**src/inc/dmr_pkg.sv**
```systemverilog
`default_nettype none
package dmr_pkg;
	// Mode register select from bank bits {BA1,BA0}
	localparam logic [1:0] MRS_SEL_FIRST = 2'h0;
	localparam logic [1:0] MRS_SEL_EXT1 = 2'h1;
	localparam logic [1:0] MRS_SEL_EXT2 = 2'h2;
	// First mode register fields
	localparam int BIT_BL_LO = 0;
	localparam int BIT_CL_LSB = 2;
	localparam int BIT_CL_LO = 4;
	localparam int BIT_TEST = 7;
	localparam int BIT_DLL_RST = 8;
	localparam int BIT_WR_LO = 9;
	localparam int BIT_PD_FAST = 12;
	localparam logic [1:0] BL_FIXED8 = 2'h0;
	localparam logic [1:0] BL_FIXED_BC4 = 2'h2;
	// Extended mode register one fields
	localparam int BIT_DLL_DIS = 0;
	localparam int BIT_DIC0 = 1;
	localparam int BIT_RTT0 = 2;
	localparam int BIT_AL_LO = 3;
	localparam int BIT_DIC1 = 5;
	localparam int BIT_RTT1 = 6;
	localparam int BIT_WLVL = 7;
	localparam int BIT_RTT2 = 9;
	localparam int BIT_TERMINATION_STROBE_ENABLE = 11;
	localparam int BIT_QOFF = 12;
	// Second extended register fields used here
	localparam int BIT_CWL_LO = 3;
	localparam int BIT_RTTWR_LO = 9;
	// Codes and figures
	localparam logic [1:0] AL_ZERO = 2'h0;
	localparam logic [1:0] AL_CL_M1 = 2'h1;
	localparam logic [1:0] AL_CL_M2 = 2'h2;
	localparam logic [4:0] CL_BASE_LO = 5'h04;
	localparam logic [4:0] CL_BASE_HI = 5'h0C;
	localparam logic [4:0] CWL_BASE = 5'h05;
	localparam logic [3:0] BC4_PULLIN = 4'h2;
	localparam logic [15:0] REG_RESET = 16'h0000;
	localparam logic [4:0] RZQ_OFF = 5'h00;

	// Command bundle sampled from the pins
	typedef struct packed {
		logic cs_n;
		logic ras_n;
		logic cas_n;
		logic we_n;
		logic cke;
		logic [2:0] ba;
		logic [15:0] addr;
	} dmr_cmd_t;

	// Power state, Gray along active -> power-down -> self-refresh
	typedef enum logic [1:0] {
		PS_ACTIVE = 2'b00,
		PS_PDOWN = 2'b01,
		PS_SREF = 2'b11
	} dmr_pstate_t;
endpackage
`default_nettype wire

```
**src/hw/dmr_ctrl.sv**
```systemverilog
// Operation
// - Test bit one gives unspecified test state
// - DLL reset bit clears itself after launch
// - Write recovery plus precharge sets delay
// - Fixed chop four pulls writes two clocks
// - On-the-fly chop keeps eight-beat write timing
// - Power-down bit selects frozen or running DLL
// - Register write: all strobes low, top bank bit low
// - Termination strobe enable, eight-bit part only
// - Additive latency: zero, CL-1, CL-2
// - Hold read/write for additive latency internally
// - Output-off bit disconnects data and strobes
// - Nominal termination decode, 11x reserved
// - Drive impedance decode RZQ/6 or RZQ/7
// - DLL off in self-refresh, back on exit
// - Dynamic write termination works without nominal
// - Bank bits select target mode register
`timescale 1ns/100ps
`default_nettype none
module dmr_ctrl
	import dmr_pkg::*;
#(
	parameter bit X16_PART = 1'b0,
	parameter logic [4:0] PRECHARGE_CYCLES = 5'h0B
) (
	input wire logic clk, // 25 MHz clock
	input wire logic reset_n, // Async device reset
	input wire dmr_cmd_t cmd_pins, // Command, bank and address pins
	output logic test_mode_q, // Unspecified test state
	output logic dll_reset_pulse_q, // One-cycle DLL reset launch
	output logic [4:0] write_recovery_q, // Write recovery cycles, 0 reserved
	output logic [5:0] auto_precharge_write_delay_q, // Recovery plus precharge
	output logic [3:0] write_pullin_q, // Write start pull-in clocks
	output logic pd_dll_fast_q, // DLL kept in precharge power-down
	output logic dll_running_q, // DLL currently running
	output logic [2:0] drive_rzq_div_q, // 6 or 7, 0 reserved
	output logic [4:0] rtt_nom_div_q, // RZQ divisor, 0 off or reserved
	output logic [4:0] additive_latency_q, // Additive latency cycles
	output logic [4:0] read_latency_q, // Additive plus CAS latency
	output logic [4:0] write_latency_q, // Additive plus CAS write latency
	output logic write_level_q, // Write leveling enabled
	output logic termination_strobe_enable_q, // Termination strobe outputs
	output logic dq_drive_allow_q, // Data and strobe drivers connected
	output logic [2:0] rtt_wr_div_q, // Dynamic write termination divisor
	output logic int_read_q, // Internal read after additive latency
	output logic int_write_q // Internal write after additive latency
);
	dmr_cmd_t s1_q, s2_q, s3_q;
	logic [15:0] first_mode_register_q, extended_mode_register_one_q, ext2_q;
	logic hit_q;
	logic [14:0] rd_pipe_q, wr_pipe_q;
	dmr_pstate_t pstate_q;
	logic agree, cmd_mrs, cmd_ref, cmd_rd, cmd_wr, fire;
	logic [4:0] cl, al, wr, cwl;
	logic [2:0] rtt_code;

	// Three-stage pin synchroniser; stages two and three feed logic
	always_ff @(posedge clk or negedge reset_n) begin
		if (!reset_n) begin
			s1_q <= '1;
			s2_q <= '1;
			s3_q <= '1;
		end else begin
			s1_q <= cmd_pins;
			s2_q <= s1_q;
			s3_q <= s2_q;
		end
	end

	// Command decode once stages two and three agree
	assign agree = (s2_q == s3_q) && !s3_q.cs_n;
	assign cmd_mrs = agree && !s3_q.ras_n && !s3_q.cas_n && !s3_q.we_n;
	assign cmd_ref = agree && !s3_q.ras_n && !s3_q.cas_n && s3_q.we_n;
	assign cmd_rd = agree && s3_q.ras_n && !s3_q.cas_n && s3_q.we_n;
	assign cmd_wr = agree && s3_q.ras_n && !s3_q.cas_n && !s3_q.we_n;
	// A held command is taken once, on its first agreed cycle
	assign fire = agree && !hit_q;

	always_ff @(posedge clk or negedge reset_n) begin
		if (!reset_n) begin
			hit_q <= 1'b0;
		end else begin
			hit_q <= agree;
		end
	end

	// bank select; fields held until rewritten
	always_ff @(posedge clk or negedge reset_n) begin
		if (!reset_n) begin
			first_mode_register_q <= REG_RESET;
			extended_mode_register_one_q <= REG_RESET;
			ext2_q <= REG_RESET;
		end else if (cmd_mrs && fire && !s3_q.ba[2]) begin
			unique case (s3_q.ba[1:0])
				MRS_SEL_FIRST: begin
					first_mode_register_q <= s3_q.addr & ~(16'h0001 << BIT_DLL_RST);
				end
				MRS_SEL_EXT1: begin
					extended_mode_register_one_q <= s3_q.addr;
				end
				MRS_SEL_EXT2: begin
					ext2_q <= s3_q.addr;
				end
				default: begin
				end
			endcase
		end
	end

	// DLL reset launched as a single pulse
	always_ff @(posedge clk or negedge reset_n) begin
		if (!reset_n) begin
			dll_reset_pulse_q <= 1'b0;
		end else begin
			dll_reset_pulse_q <= cmd_mrs && fire && !s3_q.ba[2]
				&& (s3_q.ba[1:0] == MRS_SEL_FIRST) && s3_q.addr[BIT_DLL_RST];
		end
	end

	// CAS latency from {A6,A5,A4,A2}
	always_comb begin
		cl = 5'h00;
		if (!first_mode_register_q[BIT_CL_LSB]) begin
			if (first_mode_register_q[BIT_CL_LO +: 3] != 3'h0) begin
				cl = CL_BASE_LO + {2'h0, first_mode_register_q[BIT_CL_LO +: 3]};
			end
		end else if (first_mode_register_q[BIT_CL_LO +: 3] < 3'h3) begin
			cl = CL_BASE_HI + {2'h0, first_mode_register_q[BIT_CL_LO +: 3]};
		end
	end

	// additive latency decode, code 11 reserved as zero
	always_comb begin
		unique case (extended_mode_register_one_q[BIT_AL_LO +: 2])
			AL_ZERO: al = 5'h00;
			AL_CL_M1: al = (cl == 5'h00) ? 5'h00 : cl - 5'h01;
			AL_CL_M2: al = (cl == 5'h00) ? 5'h00 : cl - 5'h02;
			default: al = 5'h00;
		endcase
	end

	always_comb begin
		unique case (first_mode_register_q[BIT_WR_LO +: 3])
			3'h0: wr = 5'h00;
			3'h1: wr = 5'h05;
			3'h2: wr = 5'h06;
			3'h3: wr = 5'h07;
			3'h4: wr = 5'h08;
			3'h5: wr = 5'h0A;
			3'h6: wr = 5'h0C;
			default: wr = 5'h0E;
		endcase
	end

	assign cwl = CWL_BASE + {2'h0, ext2_q[BIT_CWL_LO +: 3]};
	assign rtt_code = {extended_mode_register_one_q[BIT_RTT2],
		extended_mode_register_one_q[BIT_RTT1], extended_mode_register_one_q[BIT_RTT0]};

	// Decoded first-register outputs
	always_ff @(posedge clk or negedge reset_n) begin
		if (!reset_n) begin
			test_mode_q <= 1'b0;
			write_recovery_q <= 5'h00;
			auto_precharge_write_delay_q <= 6'h00;
			write_pullin_q <= 4'h0;
			pd_dll_fast_q <= 1'b0;
		end else begin
			// test state flag only, no test behaviour
			test_mode_q <= first_mode_register_q[BIT_TEST];
			write_recovery_q <= wr;
			auto_precharge_write_delay_q <= {1'b0, wr} + {1'b0, PRECHARGE_CYCLES};
			// fixed chop pulls in; on-the-fly does not
			write_pullin_q <= (first_mode_register_q[BIT_BL_LO +: 2] == BL_FIXED_BC4)
				? BC4_PULLIN : 4'h0;
			pd_dll_fast_q <= first_mode_register_q[BIT_PD_FAST];
		end
	end

	// Decoded extended-register outputs
	always_ff @(posedge clk or negedge reset_n) begin
		if (!reset_n) begin
			drive_rzq_div_q <= 3'h6;
			rtt_nom_div_q <= RZQ_OFF;
			additive_latency_q <= 5'h00;
			read_latency_q <= 5'h00;
			write_latency_q <= 5'h00;
			write_level_q <= 1'b0;
			termination_strobe_enable_q <= 1'b0;
			dq_drive_allow_q <= 1'b1;
			rtt_wr_div_q <= 3'h0;
		end else begin
			// drive impedance, reserved reads as zero
			unique case ({extended_mode_register_one_q[BIT_DIC1],
				extended_mode_register_one_q[BIT_DIC0]})
				2'h0: drive_rzq_div_q <= 3'h6;
				2'h1: drive_rzq_div_q <= 3'h7;
				default: drive_rzq_div_q <= 3'h0;
			endcase
			unique case (rtt_code)
				3'h1: rtt_nom_div_q <= 5'h04;
				3'h2: rtt_nom_div_q <= 5'h02;
				3'h3: rtt_nom_div_q <= 5'h06;
				3'h4: rtt_nom_div_q <= 5'h0C;
				3'h5: rtt_nom_div_q <= 5'h08;
				default: rtt_nom_div_q <= RZQ_OFF;
			endcase
			additive_latency_q <= al;
			read_latency_q <= al + cl;
			write_latency_q <= al + cwl;
			write_level_q <= extended_mode_register_one_q[BIT_WLVL];
			// strobe enable forced off on the sixteen-bit part
			termination_strobe_enable_q <= extended_mode_register_one_q[BIT_TERMINATION_STROBE_ENABLE] && !X16_PART;
			dq_drive_allow_q <= !extended_mode_register_one_q[BIT_QOFF];
			unique case (ext2_q[BIT_RTTWR_LO +: 2])
				2'h1: rtt_wr_div_q <= 3'h4;
				2'h2: rtt_wr_div_q <= 3'h2;
				default: rtt_wr_div_q <= 3'h0;
			endcase
		end
	end

	// Power state tracking for the DLL
	always_ff @(posedge clk or negedge reset_n) begin
		if (!reset_n) begin
			pstate_q <= PS_ACTIVE;
		end else begin
			unique case (pstate_q)
				PS_ACTIVE: begin
					if (cmd_ref && fire && !s3_q.cke) begin
						pstate_q <= PS_SREF;
					end else if ((s2_q.cke == s3_q.cke) && !s3_q.cke) begin
						pstate_q <= PS_PDOWN;
					end
				end
				PS_PDOWN: begin
					if ((s2_q.cke == s3_q.cke) && s3_q.cke) begin
						pstate_q <= PS_ACTIVE;
					end
				end
				PS_SREF: begin
					if ((s2_q.cke == s3_q.cke) && s3_q.cke) begin
						pstate_q <= PS_ACTIVE;
					end
				end
				default: pstate_q <= PS_ACTIVE;
			endcase
		end
	end

	// self-refresh stops DLL; slow exit freezes it
	always_ff @(posedge clk or negedge reset_n) begin
		if (!reset_n) begin
			dll_running_q <= 1'b0;
		end else begin
			dll_running_q <= !extended_mode_register_one_q[BIT_DLL_DIS]
				&& (pstate_q != PS_SREF)
				&& !((pstate_q == PS_PDOWN) && !first_mode_register_q[BIT_PD_FAST]);
		end
	end

	// commands held in a delay line for the additive latency
	always_ff @(posedge clk or negedge reset_n) begin
		if (!reset_n) begin
			rd_pipe_q <= 15'h0000;
			wr_pipe_q <= 15'h0000;
			int_read_q <= 1'b0;
			int_write_q <= 1'b0;
		end else begin
			rd_pipe_q <= {rd_pipe_q[13:0], cmd_rd && fire};
			wr_pipe_q <= {wr_pipe_q[13:0], cmd_wr && fire};
			int_read_q <= (al == 5'h00) ? (cmd_rd && fire) : rd_pipe_q[al[3:0] - 4'h1];
			int_write_q <= (al == 5'h00) ? (cmd_wr && fire) : wr_pipe_q[al[3:0] - 4'h1];
		end
	end
endmodule // dmr_ctrl
`default_nettype wire

```
**config.mk**
```make
export PLATFORM = sky130hd
export DESIGN_NAME = dmr_ctrl
export DESIGN_NICKNAME = d
export VERILOG_FILES = /design/src/inc/dmr_pkg.sv /design/src/hw/dmr_ctrl.sv
export SDC_FILE = /design/constraint.sdc
export NUM_CORES = 1
export LEC_CHECK = 0
export BUFFER_PORTS_ARGS = -buffer_cell sky130_fd_sc_hd__buf_4
export CAP_MARGIN = 20
export CELL_PAD_IN_SITES_DETAIL_PLACEMENT = 0
export CELL_PAD_IN_SITES_GLOBAL_PLACEMENT = 2
export CORE_MARGIN = 4
export CORE_UTILIZATION = 41
export CTS_CLUSTER_DIAMETER = 50
export DETAILED_ROUTE_END_ITERATION = 8
export PLACE_DENSITY_LB_ADDON = 0.1
export SETUP_SLACK_MARGIN = 0.02
export SYNTH_ARGS = -nofsm -noshare
export SYNTH_HDL_FRONTEND = slang
export SYNTH_SLANG_ARGS = --single-unit
```
**constraint.sdc**
```tcl
create_clock -name clk -period 4.7 [get_ports clk]
set_input_delay 0.47 -clock clk [delete_from_list [all_inputs] [get_ports clk]]
set_output_delay 0.47 -clock clk [all_outputs]
set_load 0.005 [all_outputs]
```
==> results.yml <==
global_route:
  grt_max_degree: 111
  antenna_found_initial: 0
  grt_pass1_wl_um: 18300
  gr-usage-all-layers_pct: 13.1
  grt_pass1_vias: 3570
  grt_overflow: 0
power_and_ir_drop:
  power_density_mw_per_mm2: 380
  power_mw: 2.96
  netSwitchingFraction_pct: 22.2
  ir_worst_vdd_uv: 356
  p_int_mw: 2.30
  clockPowerShare_pct: 44.5
  netSwitchingPower_mw: 0.655
  power_frac_comb_pct: 2.4
  leakagePower_nw: 3.66
  power_frac_seq_pct: 53.2
setup_path:
  start_kind: "flip-flop"
  path_max_fanout: 17
  cp-endpoint: "int_write_q"
  r2r_cells: 12
  arrival_ns: 4.04
  cp.required_ns: 5.00
  cp-startpoint: "first_mode_register_q[2]"
  end_kind: "flip-flop"
  max_stage_delay_ns: 0.70
  timing.rr.end: "int_write_q"
  criticalPathCategory: "flip-flop to flip-flop"
  cp_cell_sequence: "o21ai_0, nand2_1, ha_1, nor2b_1, a21oi_1, nor2_1, inv_1, ha_1, mux2_2, a21oi_1, a211oi_1, a211o_1"
  ff2ff_setup_slack_ns: 0.96
  rr_startpoint: "first_mode_register_q[2]"
  slowest_stage: "ha_1"
sta:
  worstMarginPinSlew_ns: 0.967
  fin_skew_ns: 0.00745
  hold_viol: 0
  slew_violations: 0
  finalSetupViolations: 0
  fin_crit_ns: 3.74
  fin_crit_sh_pct: 79.6
  fmax_mhz: 267
  finalSetupTns_ns: 0
  rsz0062_at_grt: "no"
  layout_setup_ws_ns: 0.958
  relSlewSlack_pct: 35.5
clocking:
  cts_resized: 0
  cts_tree: "built"
  clock_latency_ns: 0.42
  clockBufferDepth: 2
  clock-sinks: 173
  h-tree-depth: 4
  clk_pin_slew_worst_paths_ns: 0.06
  postCtsSetupBuffers: 0
  ctsHoldBuffers: 0
  root_buffer: "clkbuf_16"
  cts_buffers: 17
synthesis:
  syn-cell-area_mm2: 0.00653
  synthMuxAreaShare_pct: 7.99
  synth_area_per_cell_um2: 14.9
  netlist_instances: 438
  yosys_warnings: 0
  synthSimpleGateAreaFrac_pct: 7.11
  async_reset_ff_share_pct: 100
  synth.distinct_cells: 67
  synth_common_cells: "99 x dfrtp_1, 74 x dfstp_2, 29 x inv_1"
  yosysTopAreaCellShare_pct: 37.9
  synthAdderAreaFrac_pct: 4.41
  synth.most_common_cell: "dfrtp_1"
  ys_ff_latch: 173
  synth-compound-area-share_pct: 4.90
  synth_top_family_by_area: "multiplexers"
  synth-edff-count: 0
  synth_xor_area_share_pct: 4.18
  yosysTopAreaCell: "dfrtp_1"
  ys_seq_area_share_pct: 67.7
  synth-main-ff-cell: "dfrtp_1"
  synth_area_leaders: "dfrtp_1 38%, dfstp_2 30%, ha_1 3.6%"
finish:
  regArea_mm2: 0.00442
  postLayoutCoreUtil_pct: 50.5
  syn2layout_area_growth_pct: 19.2
  nFillCells: 1356
  insertedDiodeCount: 0
  drive_gt1_share_pct: 41.6
  fin_nets: 560
  postLayoutCellArea_mm2: 0.00779
  multi_input_area_mm2: 0.00190
place:
  place_area_mm2: 0.00723
  dp_hpwl_um: 7630
  post-place-ws_ns: 0.998
  portBuffers: 67
  place.gp.congestion: 0.788
detailed_routing:
  routedWlPerCell_um: 14.7
  drt-total-wl_um: 10900
  vias_per_cell: 4.63
  route.detailed.drc: 0
  firstDrtPassIters: 4
  first_iter_violations: 175
  final_antenna_net_count: 0
  vias: 3417
min_path:
  hold_path_class: "input pin to async pin"
floorplan:
  fp.dieH_um: 134
  rows: 45
  ios: 76
  coreArea_mm2: 0.0154
  initial_core_util_pct: 42.3
  die_w_um: 134
  fp.dieArea_mm2: 0.0180
run_status:
  status: "finished, final reports clean"
run:
  timing.max_cap.violations: 0
worst max-delay path: cells and delay by family, from the launching register on:
kind / cells / cell delay, ns
fa+ha+maj: 2 / 0.94
compound gates: 5 / 0.84
simple gates: 3 / 0.68
flops: 1 / 0.64
mux: 1 / 0.40
buf+inv: 1 / 0.12
how the worst min path moves through the flow:
| stage | endpoint | from | depth (start not counted) | slack (ns) |
|---|---|---|---|---|
| 2_1_floorplan | additive_latency_q[0] | reset_n | 0 | 0.17 |
| 3_3_place_gp | s2_q[14] | s1_q[14] | 0 | 0.35 |
| 3_5_place_dp | s2_q[22] | s1_q[22] | 0 | 0.35 |
| 4_1_cts | s1_q[10] | cmd_pins[10] | 1 | 0.13 |
| 5_1_grt | s1_q[10] | cmd_pins[10] | 1 | 0.12 |
| 6_report | write_recovery_q[0] | reset_n | 1 | 0.15 |
cell type report:
cell class | count | area share (%)
sequential | 173 | 56.8
clock buffer | 20 | 5.88
inverter | 31 | 1.56
timing repair buffer | 69 | 6.70
multi-input combinational | 222 | 24.4
tap | 211 | 3.39
clock inverter | 12 | 1.33
metrics by stage:
step	cells	hold WS [ns]
CTS	738	0.129
global placement	706	0.346
finish	738	0.153
global route	738	0.118
detailed placement	706	0.347
floorplan	445	0.174
routing by layer:
layer | up-vias | GRT usage [%] | share of wire, %
met5 | - | 0 | 0
met4 | 0 | 4.47 | 1.3
met3 | 11 | 4.31 | 4.3
met2 | 62 | 20.8 | 49
met1 | 1711 | 17.1 | 45
li1 | 1633 | - | -
power by group through the flow:
stage,Sequential [mW],Combinational [mW],Clock [mW]
after floorplan,1.59,0.0263,0
after global placement,1.60,0.0720,0
after detailed placement,1.60,0.0732,0
after CTS,1.57,0.0731,1.36
after global routing,1.58,0.0814,1.43
final,1.57,0.0695,1.32
cell usage in the layout (no fill, tap or decap), types with 6 or more instances in the layout:
cell	n
buf_4	68
inv_1	29
xor2_1	10
mux2_2	20
clkbuf_16	18
dfstp_2	74
nor2_1	15
a21oi_1	8
nor3_1	7
xnor2_1	18
mux2i_1	15
nor4_1	6
ha_1	19
conb_1	8
nor2b_1	6
dfrtp_1	99
mux2_4	9
nand2_1	8
flip-flops by register name, summed over array words and instances, names as in the netlist, 2 cells and up:
signal,flops
wr_pipe_q,15
first_mode_register_q,11
ext2_q,5
auto_precharge_write_delay_q,5
write_latency_q,5
rd_pipe_q,15
s1_q,24
write_recovery_q,4
extended_mode_register_one_q,11
additive_latency_q,5
drive_rzq_div_q,2
s2_q,24
read_latency_q,5
s3_q,24
rtt_wr_div_q,2
pstate_q,2
rtt_nom_div_q,3
kinds of logic (layout without fill, tap and decap cells):
group	count (synthesis)	in the layout
buffers and inverters	50	132
adders and majority gates	23	23
muxes	45	45
AOI/OAI and AO/OA	42	42
and+or+nand+nor	75	75
other	1	8
xor gates and xnor gates	29	29
DFF	173	173
Power figures use the tool's default switching activity.
